File: config.mk
export PLATFORM = sky130hd
export DESIGN_NAME = tra_temp_alarm
export DESIGN_NICKNAME = d
export VERILOG_FILES = /design/src/core/tra_pkg.sv /design/src/core/tra_temp_alarm.sv
export SDC_FILE = /design/constraint.sdc
export NUM_CORES = 1
export LEC_CHECK = 0
export ABC_AREA = 1
export BUFFER_PORTS_ARGS = -buffer_cell sky130_fd_sc_hd__buf_2
export CELL_PAD_IN_SITES_DETAIL_PLACEMENT = 0
export CELL_PAD_IN_SITES_GLOBAL_PLACEMENT = 1
export CORE_ASPECT_RATIO = 0.8
export CORE_MARGIN = 2
export CORE_UTILIZATION = 48
export DETAILED_ROUTE_END_ITERATION = 8
export PLACE_DENSITY = 0.95
export SLEW_MARGIN = 5
export SYNTH_ARGS = -nofsm -noshare
export SYNTH_HDL_FRONTEND = slang
export SYNTH_SLANG_ARGS = --single-unit
File: constraint.sdc
create_clock -name clk_sys -period 5 [get_ports clk_sys]
set_input_delay 1 -clock clk_sys [delete_from_list [all_inputs] [get_ports clk_sys]]
set_output_delay 1 -clock clk_sys [all_outputs]
set_load 0.01 [all_outputs]
File: src/core/tra_pkg.sv
package tra_pkg;
   // apb register byte offsets
   localparam logic [7:0] OFS_LOCAL_TEMP   = 8'h00;
   localparam logic [7:0] OFS_REM1_SIGNED  = 8'h04;
   localparam logic [7:0] OFS_REM2_SIGNED  = 8'h08;
   localparam logic [7:0] OFS_REM1_UNSIGN  = 8'h0c;
   localparam logic [7:0] OFS_REM2_UNSIGN  = 8'h10;
   localparam logic [7:0] OFS_CONFIG       = 8'h14;
   localparam logic [7:0] OFS_FAULT_STAT   = 8'h18;
   localparam logic [7:0] OFS_ALARM_STAT   = 8'h1c;
   localparam logic [7:0] OFS_MASK         = 8'h20;
   localparam logic [7:0] OFS_LIMIT_LOCAL  = 8'h24;
   localparam logic [7:0] OFS_LIMIT_REM1   = 8'h28;
   localparam logic [7:0] OFS_LIMIT_REM2   = 8'h2c;
   localparam logic [7:0] OFS_HYST         = 8'h30;
   localparam logic [7:0] OFS_ID           = 8'h34;
   // config fields: channel enables [2:0], filter enables [4:3]
   localparam int CFG_EN_LOCAL  = 0;
   localparam int CFG_EN_REM1   = 1;
   localparam int CFG_EN_REM2   = 2;
   localparam int CFG_FILT_REM1 = 3;
   localparam int CFG_FILT_REM2 = 4;
   localparam logic [4:0] CONFIG_RESET = 5'h1f;
   // fault status bits
   localparam int FAULT_REM1_BIT = 1;
   localparam int FAULT_REM2_BIT = 0;
   // alarm status field bases (3 bits per output: local, rem1, rem2)
   localparam int STAT_ALARM1_BASE = 0;
   localparam int STAT_ALARM2_BASE = 3;
   localparam int STAT_ALARM3_BASE = 6;
   localparam logic [8:0] MASK_RESET = 9'h1c1;
   // limits in whole degrees
   localparam logic [7:0] LIMIT_LOCAL_RESET = 8'h55;
   localparam logic [7:0] LIMIT_HIGH_RESET  = 8'h6e;
   localparam logic [7:0] LIMIT_LOW_RESET   = 8'h55;
   localparam logic [7:0] HYST_RESET        = 8'h05;
   // identity code, arbitrary value
   localparam logic [15:0] ID_VALUE = 16'h5a3c;
   // format constants
   localparam logic [15:0] UNSIGNED_FULL   = 16'hffe0;
   localparam logic [15:0] SIGNED_FAULT    = 16'h8000;
   localparam logic [15:0] COARSE_MASK     = 16'hffe0;
   localparam logic [15:0] FINE_MASK       = 16'hfff8;
endpackage

File: src/core/tra_temp_alarm.sv
// Contract
// unfiltered unsigned remote: 11 bits left-justified, 0.125 step, full scale ffe0
// filter on: remote widens to 13 bits unsigned or 12 plus sign, 0.03125 step
// filtered signed remote is two's complement; plus one lsb 0008, minus fff8
// filtered unsigned remote: lsb 0008, top reading still ffe0
// local result is always 11-bit two's complement, 0.125 step
// enabled local channel compared to one limit, reset 85 degrees
// enabled remote one compared to two limits, reset 110 and 85
// remote two likewise with own limits, reset 110 and 85
// alarm one uses remote first limits; alarms two, three second; all local
// comparison outcomes kept in one status group per alarm output
// per-output masks decide which stored outcome drives each alarm
// status groups readable by software
// exceeding a limit sets the flag and activates unmasked alarms
// flags hold until temperature drops below limit minus shared hysteresis
// alarm pins active low, only pull low or release
// serial data pin only pulls low or releases
// diode fault reads -128 signed and 0 unsigned
// diode fault sets fault bit: bit 1 remote one, bit 0 remote two
// unfiltered remote also presented as 11-bit two's complement
// unused low bits of every temperature word read zero
// results saturate at full scale, never wrap
// filtered channel compares its filtered result
// comparisons run on each enabled conversion; disabled channels keep flags (a remote conversion with convFault set runs no comparison)
// set mask bit blocks flag; output is or of unmasked flags
// release threshold is limit minus hysteresis, clamped without wrap
`timescale 1ns/10ps
`default_nettype none
module tra_temp_alarm (
   input  wire logic        clk_sys,
   input  wire logic        reset_n,
   // conversion results: signed raw in 1/32 degree, one shared strobe plus channel select
   input  wire logic        convDone,
   input  wire logic [1:0]  convChannel,
   input  wire logic [17:0] convRaw,
   input  wire logic        convFault,
   input  wire logic        serialDataLow,
   input  wire logic        psel,
   input  wire logic        penable,
   input  wire logic        pwrite,
   input  wire logic [7:0]  paddr,
   input  wire logic [31:0] pwdata,
   output logic      [31:0] prdata,
   output logic             pready,
   output logic             pslverr,
   output logic             overTempAlarmFirstOut,
   output logic             overTempAlarmFirstOe,
   output logic             overTempAlarmSecondOut,
   output logic             overTempAlarmSecondOe,
   output logic             overTempAlarmThirdOut,
   output logic             overTempAlarmThirdOe,
   output logic             serialDataOut,
   output logic             serialDataOe
);
   ////////////////////////////////////////////////////////////////////////////
   // convRaw: signed 18-bit value, units of 1/32 degree (range wider than formats)
   localparam logic [1:0] CH_LOCAL = 2'd0;
   localparam logic [1:0] CH_REM1  = 2'd1;
   localparam logic [1:0] CH_REM2  = 2'd2;

   logic [15:0] localTemp_q;
   logic [15:0] remSigned_q   [2];
   logic [15:0] remUnsigned_q [2];
   logic [4:0]  config_q;
   logic [1:0]  fault_q;
   logic [8:0]  alarmStat_q;
   logic [8:0]  mask_q;
   logic [7:0]  limitLocal_q;
   logic [7:0]  limitHigh_q [2];
   logic [7:0]  limitLow_q  [2];
   logic [7:0]  hyst_q;
   logic        serialSync1_q;
   logic        serialSync2_q;

   ////////////////////////////////////////////////////////////////////////////
   // formatting
   function automatic logic [15:0] fmtSigned(input logic [17:0] raw, input logic [15:0] keep);
      logic [15:0] v;
      v = 16'h0000;
      if ($signed(raw) > $signed(18'sh00fff))
         v = 16'h7fff;
      else if ($signed(raw) < $signed(-18'sh01000))
         v = 16'h8000;
      else
         v = {raw[12:0], 3'b000};
      fmtSigned = v & keep;
   endfunction

   function automatic logic [15:0] fmtUnsigned(input logic [17:0] raw, input logic [15:0] keep);
      logic [15:0] v;
      v = 16'h0000;
      if (raw[17])
         v = 16'h0000;
      else if (raw > 18'h01fff)
         v = tra_pkg::UNSIGNED_FULL;
      else
         v = {raw[12:0], 3'b000} & keep;
      if (v > tra_pkg::UNSIGNED_FULL)
         v = tra_pkg::UNSIGNED_FULL;
      fmtUnsigned = v;
   endfunction

   // over-limit with hysteresis: value in 1/32 degree, limit in degrees
   function automatic logic nextFlag(input logic flag, input logic [17:0] raw,
                                     input logic [7:0] lim, input logic [7:0] hy,
                                     input logic isSigned);
      logic signed [18:0] val;
      logic signed [18:0] limV;
      logic signed [18:0] relV;
      logic        [7:0]  rel;
      val  = $signed({raw[17], raw});
      limV = isSigned ? $signed({{6{lim[7]}}, lim, 5'b00000})
                      : $signed({6'b000000, lim, 5'b00000});
      rel  = (hy > lim && !isSigned) ? 8'h00 : lim - hy;
      relV = isSigned ? limV - $signed({6'b000000, hy, 5'b00000})
                      : $signed({6'b000000, rel, 5'b00000});
      if (val > limV)
         nextFlag = 1'b1;
      else if (val < relV)
         nextFlag = 1'b0;
      else
         nextFlag = flag;
   endfunction

   ////////////////////////////////////////////////////////////////////////////
   // conversion path
   wire        isRemote  = (convChannel == CH_REM1) || (convChannel == CH_REM2);
   wire        remIdx    = (convChannel == CH_REM2);
   wire        enLocal   = config_q[tra_pkg::CFG_EN_LOCAL];
   wire        enRem     = remIdx ? config_q[tra_pkg::CFG_EN_REM2]
                                  : config_q[tra_pkg::CFG_EN_REM1];
   wire        filtOn    = remIdx ? config_q[tra_pkg::CFG_FILT_REM2]
                                  : config_q[tra_pkg::CFG_FILT_REM1];
   wire [15:0] remKeep   = filtOn ? tra_pkg::FINE_MASK : tra_pkg::COARSE_MASK;
   wire        takeLocal = convDone && (convChannel == CH_LOCAL) && enLocal;
   wire        takeRem   = convDone && isRemote && enRem;
   // comparison uses unsaturated convRaw at the stored step (filtered when enabled)  //
   wire [17:0] cmpRaw    = filtOn ? convRaw : {convRaw[17:2], 2'b00};
   wire        remFaultNow = takeRem && convFault;

   wire [15:0] localWord  = fmtSigned(convRaw, tra_pkg::COARSE_MASK);
   wire [15:0] signedWord = remFaultNow ? tra_pkg::SIGNED_FAULT
                                        : fmtSigned(convRaw, remKeep);
   wire [15:0] unsWord    = remFaultNow ? 16'h0000 : fmtUnsigned(convRaw, remKeep);

   // status field index: local 0, rem1 1, rem2 2
   wire [1:0]  fld = convChannel;
   logic [8:0] alarmStat_d;
   always_comb
   begin
      alarmStat_d = alarmStat_q;
      if (takeLocal)
      begin
         alarmStat_d[tra_pkg::STAT_ALARM1_BASE] =
            nextFlag(alarmStat_q[tra_pkg::STAT_ALARM1_BASE], convRaw, limitLocal_q, hyst_q, 1'b1);
         alarmStat_d[tra_pkg::STAT_ALARM2_BASE] =
            nextFlag(alarmStat_q[tra_pkg::STAT_ALARM2_BASE], convRaw, limitLocal_q, hyst_q, 1'b1);
         alarmStat_d[tra_pkg::STAT_ALARM3_BASE] =
            nextFlag(alarmStat_q[tra_pkg::STAT_ALARM3_BASE], convRaw, limitLocal_q, hyst_q, 1'b1);
      end
      else if (takeRem && !convFault)
      begin
         alarmStat_d[tra_pkg::STAT_ALARM1_BASE + fld] =
            nextFlag(alarmStat_q[tra_pkg::STAT_ALARM1_BASE + fld], cmpRaw,
                     limitHigh_q[remIdx], hyst_q, 1'b0);
         alarmStat_d[tra_pkg::STAT_ALARM2_BASE + fld] =
            nextFlag(alarmStat_q[tra_pkg::STAT_ALARM2_BASE + fld], cmpRaw,
                     limitLow_q[remIdx], hyst_q, 1'b0);
         alarmStat_d[tra_pkg::STAT_ALARM3_BASE + fld] =
            nextFlag(alarmStat_q[tra_pkg::STAT_ALARM3_BASE + fld], cmpRaw,
                     limitLow_q[remIdx], hyst_q, 1'b0);
      end
   end

   // mask bit set blocks the flag  //
   wire [8:0] unmasked = alarmStat_q & ~mask_q;
   wire alarm1 = |unmasked[tra_pkg::STAT_ALARM1_BASE +: 3];
   wire alarm2 = |unmasked[tra_pkg::STAT_ALARM2_BASE +: 3];
   wire alarm3 = |unmasked[tra_pkg::STAT_ALARM3_BASE +: 3];

   ////////////////////////////////////////////////////////////////////////////
   // apb slave, zero wait states
   wire apbWrite = psel && penable && pwrite;
   wire apbRead  = psel && !pwrite;
   function automatic logic isMapped(input logic [7:0] a);
      isMapped = (a <= tra_pkg::OFS_ID) && (a[1:0] == 2'b00);
   endfunction
   logic [31:0] readMux;
   always_comb
   begin
      readMux = 32'h0000_0000;
      case (paddr)
         tra_pkg::OFS_LOCAL_TEMP:  readMux = {16'h0000, localTemp_q};
         tra_pkg::OFS_REM1_SIGNED: readMux = {16'h0000, remSigned_q[0]};
         tra_pkg::OFS_REM2_SIGNED: readMux = {16'h0000, remSigned_q[1]};
         tra_pkg::OFS_REM1_UNSIGN: readMux = {16'h0000, remUnsigned_q[0]};
         tra_pkg::OFS_REM2_UNSIGN: readMux = {16'h0000, remUnsigned_q[1]};
         tra_pkg::OFS_CONFIG:      readMux = {27'h0, config_q};
         tra_pkg::OFS_FAULT_STAT:  readMux = {30'h0, fault_q};
         tra_pkg::OFS_ALARM_STAT:  readMux = {23'h0, alarmStat_q};
         tra_pkg::OFS_MASK:        readMux = {23'h0, mask_q};
         tra_pkg::OFS_LIMIT_LOCAL: readMux = {24'h0, limitLocal_q};
         tra_pkg::OFS_LIMIT_REM1:  readMux = {16'h0, limitLow_q[0], limitHigh_q[0]};
         tra_pkg::OFS_LIMIT_REM2:  readMux = {16'h0, limitLow_q[1], limitHigh_q[1]};
         tra_pkg::OFS_HYST:        readMux = {24'h0, hyst_q};
         tra_pkg::OFS_ID:          readMux = {16'h0, tra_pkg::ID_VALUE};
         default:                  readMux = 32'h0000_0000;
      endcase
   end

   ////////////////////////////////////////////////////////////////////////////
   always_ff @(posedge clk_sys or negedge reset_n)
   begin
      if (!reset_n)
      begin
         localTemp_q      <= 16'h0000;
         remSigned_q[0]   <= 16'h0000;
         remSigned_q[1]   <= 16'h0000;
         remUnsigned_q[0] <= 16'h0000;
         remUnsigned_q[1] <= 16'h0000;
         fault_q          <= 2'b00;
         alarmStat_q      <= 9'h000;
      end
      else
      begin
         alarmStat_q <= alarmStat_d;
         if (takeLocal)
            localTemp_q <= localWord;
         if (takeRem)
         begin
            remSigned_q[remIdx]   <= signedWord;
            remUnsigned_q[remIdx] <= unsWord;
            fault_q[remIdx ? tra_pkg::FAULT_REM2_BIT : tra_pkg::FAULT_REM1_BIT]
               <= convFault;
         end
      end
   end

   always_ff @(posedge clk_sys or negedge reset_n)
   begin
      if (!reset_n)
      begin
         config_q       <= tra_pkg::CONFIG_RESET;
         mask_q         <= tra_pkg::MASK_RESET;
         limitLocal_q   <= tra_pkg::LIMIT_LOCAL_RESET;
         limitHigh_q[0] <= tra_pkg::LIMIT_HIGH_RESET;
         limitHigh_q[1] <= tra_pkg::LIMIT_HIGH_RESET;
         limitLow_q[0]  <= tra_pkg::LIMIT_LOW_RESET;
         limitLow_q[1]  <= tra_pkg::LIMIT_LOW_RESET;
         hyst_q         <= tra_pkg::HYST_RESET;
      end
      else if (apbWrite)
      begin
         case (paddr)
            tra_pkg::OFS_CONFIG:      config_q     <= pwdata[4:0];
            tra_pkg::OFS_MASK:        mask_q       <= pwdata[8:0];
            tra_pkg::OFS_LIMIT_LOCAL: limitLocal_q <= pwdata[7:0];
            tra_pkg::OFS_LIMIT_REM1:
            begin
               limitHigh_q[0] <= pwdata[7:0];
               limitLow_q[0]  <= pwdata[15:8];
            end
            tra_pkg::OFS_LIMIT_REM2:
            begin
               limitHigh_q[1] <= pwdata[7:0];
               limitLow_q[1]  <= pwdata[15:8];
            end
            tra_pkg::OFS_HYST:        hyst_q       <= pwdata[7:0];
            default:                  hyst_q       <= hyst_q;
         endcase
      end
   end

   always_ff @(posedge clk_sys or negedge reset_n)
   begin
      if (!reset_n)
      begin
         prdata                 <= 32'h0000_0000;
         pready                 <= 1'b0;
         pslverr                <= 1'b0;
         overTempAlarmFirstOut  <= 1'b0;
         overTempAlarmFirstOe   <= 1'b0;
         overTempAlarmSecondOut <= 1'b0;
         overTempAlarmSecondOe  <= 1'b0;
         overTempAlarmThirdOut  <= 1'b0;
         overTempAlarmThirdOe   <= 1'b0;
         serialDataOut          <= 1'b0;
         serialDataOe           <= 1'b0;
         serialSync1_q          <= 1'b0;
         serialSync2_q          <= 1'b0;
      end
      else
      begin
         pready  <= psel && !penable;
         pslverr <= psel && !penable && !isMapped(paddr);
         if (apbRead && !penable)
            prdata <= readMux;
         // open drain: drive low only, never high  //
         overTempAlarmFirstOut  <= 1'b0;
         overTempAlarmFirstOe   <= alarm1;
         overTempAlarmSecondOut <= 1'b0;
         overTempAlarmSecondOe  <= alarm2;
         overTempAlarmThirdOut  <= 1'b0;
         overTempAlarmThirdOe   <= alarm3;
         serialSync1_q          <= serialDataLow;
         serialSync2_q          <= serialSync1_q;
         serialDataOut          <= 1'b0;
         serialDataOe           <= serialSync2_q;
      end
   end
endmodule
`default_nettype wire

==> run_results.csv <==
group,metric,value,unit
critical_path,arrival,4.73,ns
power,power_density,297,nW/µm²
timing,hold_viol_final,0,
grt,overflow,0,
detailed_routing,route.antenna.remaining_nets,0,
grt,grtUsageMet1,43.0,%
critical_path,endpoint_kind,"register",
critical_path,cp_max_fo,8,
detailed_routing,post_drt_wl_per_cell,18.8,µm
critical_path,cpMaxStageDelayCell,"o21ai_0",
timing,max_freq,229,MHz
place,port_buffers,73,
synth,yosys_most_used_dff,"dfrtp_1",
cts,post_cts_buffers,0,
grt,gr-usage-met2,42.4,%
worst_hold_path,min-delay-path-class,"register to register",
cts,cts.sinks,160,
detailed_routing,wl,32300,µm
die,core_region_area,21400,µm²
synth,synth_seq_cells,160,
synth,syn_area,10400,µm²
die,fp-row-count,48,
synth,synth_cells,1354,
synth,yosysWarningCount,0,
die,boundaryPins,110,
grt,grt_pass1_vias,9009,
synth,avgSynthCellArea,7.65,µm²
grt,grt_usage,29.6,%
synth,synth.yosys.seq_area_share,39.0,%
timing,rsz0062_at_grt,"no",
cells_and_area,instances_no_fill,1719,
cts,cts.clk_slew.worst_paths,0.06,ns
cts,post_cts_resized,0,
critical_path,path_class,"input pin to register",
grt,antenna_found_initial,0,
synth,synth_edf_count,0,
timing,slew_violations,0,
cells_and_area,syn_to_final_growth,12.2,%
cts,cts-root-buf,"clkbuf_16",
cells_and_area,nNetsFinal,1589,
job,maxCapViolations,0,
cts,cts_max_path_buffers,2,
timing,fin_skew,0.00751,ns
power,p_leak,5.65,nW
cells_and_area,n_fill_cell,2049,
place,placed_cells,1687,
timing,setup_tns,0,ns
critical_path,worstPathRequired,5.36,ns
grt,busiest_layer,"met1",
detailed_routing,drtIter0Drc,1095,
cells_and_area,design_area,11600,µm²
place,place_area,11000,µm²
timing,max_slew_margin,22.2,%
cts,cts_hold_buffers,0,
grt,grt_max_degree,86,
timing,finalSetupViolations,0,
cells_and_area,antenna_cells,0,
cts,cts_buffers,17,
grt,grt_pass1_wl,50600,µm
critical_path,cp-start-kind,"input pin",
synth,synthArstFlopShare,100,%
timing,final.period_utilization,87.5,%
detailed_routing,vias,9651,
cells_and_area,final_util,54.4,%
synth,synth_cell_types,46,
detailed_routing,drc,0,
cells_and_area,drive_gt1_share,12.6,%
cts,ctsHtreeMaxLevel,4,
timing,finalCriticalPeriod,4.37,ns
place,hpwl,24400,µm
power,vdd_ir_drop_max,0.000178,V
timing,timing.hold.ws,0.349,ns
critical_path,critPathMaxStageDelay,0.50,ns
outcome,outcome,"finished, final reports clean",
detailed_routing,first_pass_iters,6,
die,die-area,22800,µm²
detailed_routing,via_per_inst,5.61,
die,die_h,135,µm
die,die_w,168,µm
worst_hold_path,hold_depth,0,
cts,cts_tree,"yes",
cts,clk_latency,0.44,ns
critical_path,reg2reg_depth,21,
critical_path,path_common_cell,"nand2_1",
timing,worstMarginPinSlew,1.16,ns
place,place.gp.congestion,0.928,
die,initial_core_util,48.5,%
grt,grt_use_met3,9.17,%
==> layout make-up <==
class                           count  area [µm²]  area share, %
Clock buffer                       23         458           3.94
Clock inverter                      9         158           1.36
Inverter                          205         773           6.65
Multi-Input combinational cell    957        5330           45.9
Sequential cell                   160        4050           34.8
Tap cell                          275         344           2.96
Timing Repair Buffer               90         512           4.40
==> registers in the layout, indices dropped and copies added, names as in the netlist, 9 cells and up <==
name / flops
limitHigh_q: 16
prdata: 16
limitLow_q: 16
mask_q: 9
alarmStat_q: 9
remUnsigned_q: 26
localTemp_q: 11
remSigned_q: 26
==> cells by family (layout without fill, tap and decap cells) <==
logic type	count (synthesis)	in the layout	synth area share, %
AOI/OAI and AO/OA	323	323	17.7
xor gates and xnor gates	9	9	0.761
adders and majority gates	90	90	11.1
buffers and inverters	256	327	10.2
DFF	160	160	39.0
other	1	20	0.0362
and+or+nand+nor	515	515	21.2
==> worst max-delay path: cells and delay by family <==
family	cells	cell delay, ns
buf+inv	3	0.39
xor+xnor	1	0.13
fa+ha+maj	3	0.99
compound gates	4	0.89
simple gates	17	1.34
==> metal layers <==
| metal | vias up | part of all wire, % |
|---|---|---|
| li1 | 4611 | - |
| met1 | 4509 | 46 |
| met2 | 487 | 41 |
| met3 | 44 | 11 |
| met4 | 0 | 2.1 |
| met5 | - | 0 |
==> power breakdown <==
group          switching (mW)  total (mW)  internal (mW)
clock                   0.545        1.39          0.850
sequential             0.0641        1.49           1.42
combinational           0.363       0.563          0.200
total                   0.972        3.45           2.47
==> placed cells by master, fill, tap and decap left out, types with 6 or more instances in the layout <==
cell / Yosys / final
a221oi_1: 17 / 17
nand2_2: 7 / 7
dfrtp_1: 127 / 127
a21oi_1: 67 / 67
buf_2: 10 / 72
o2111ai_1: 6 / 6
nor3_1: 10 / 10
clkbuf_16: 0 / 17
ha_1: 87 / 87
o22ai_1: 27 / 27
nand3_1: 47 / 47
nor2_1: 54 / 54
o21ai_0: 165 / 165
dfstp_2: 33 / 33
a211oi_1: 7 / 7
inv_1: 193 / 193
nand4_1: 12 / 12
inv_2: 8 / 8
nor4_1: 6 / 6
buf_4: 21 / 16
nand2_1: 357 / 357
conb_1: 1 / 20
==> cells in the mapped netlist (6+ instances only) <==
cell type	count	area (µm²)
a211oi_1	7	52.6
a21oi_1	67	335
a221oi_1	17	149
buf_2	10	50.1
buf_4	21	158
clkbuf_1	20	75.1
dfrtp_1	127	3180
dfstp_2	33	867
ha_1	87	1090
inv_1	193	724
inv_2	8	30.0
nand2_1	357	1340
nand2_2	7	43.8
nand3_1	47	235
nand4_1	12	75.1
nor2_1	54	203
nor3_1	10	50.1
nor4_1	6	37.5
o2111ai_1	6	52.6
o21ai_0	165	826
o22ai_1	27	169
==> stage by stage <==
step | setup WS (ns) | total power, mW
finish | 0.626 | 3.45
global route | 0.192 | 3.60
CTS | 0.683 | 3.44
detailed placement | 0.233 | 2.06
global placement | 0.286 | 2.04
floorplan | 0.598 | 1.86
==> final timing paths <==
| check | startpoint | end | slack, ns |
|---|---|---|---|
| min in group asynchronous | reset_n | alarmStat_q[1]$_DFFE_PN0P_ | 0.57 |
| worst max register to register | hyst_q[0]$_DFFE_PN1P_ | alarmStat_q[0]$_DFFE_PN0P_ | 1.16 |
| worst min-delay path | serialSync2_q$_DFF_PN0_ | serialDataOe$_DFF_PN0_ | 0.35 |
| worst max-delay path | convChannel[0] | alarmStat_q[1]$_DFFE_PN0P_ | 0.63 |
| worst min register to register | serialSync2_q$_DFF_PN0_ | serialDataOe$_DFF_PN0_ | 0.35 |
| max in group asynchronous | reset_n | limitLow_q[4]$_DFFE_PN1P_ | 3.50 |
Power figures use the tool's default switching activity.
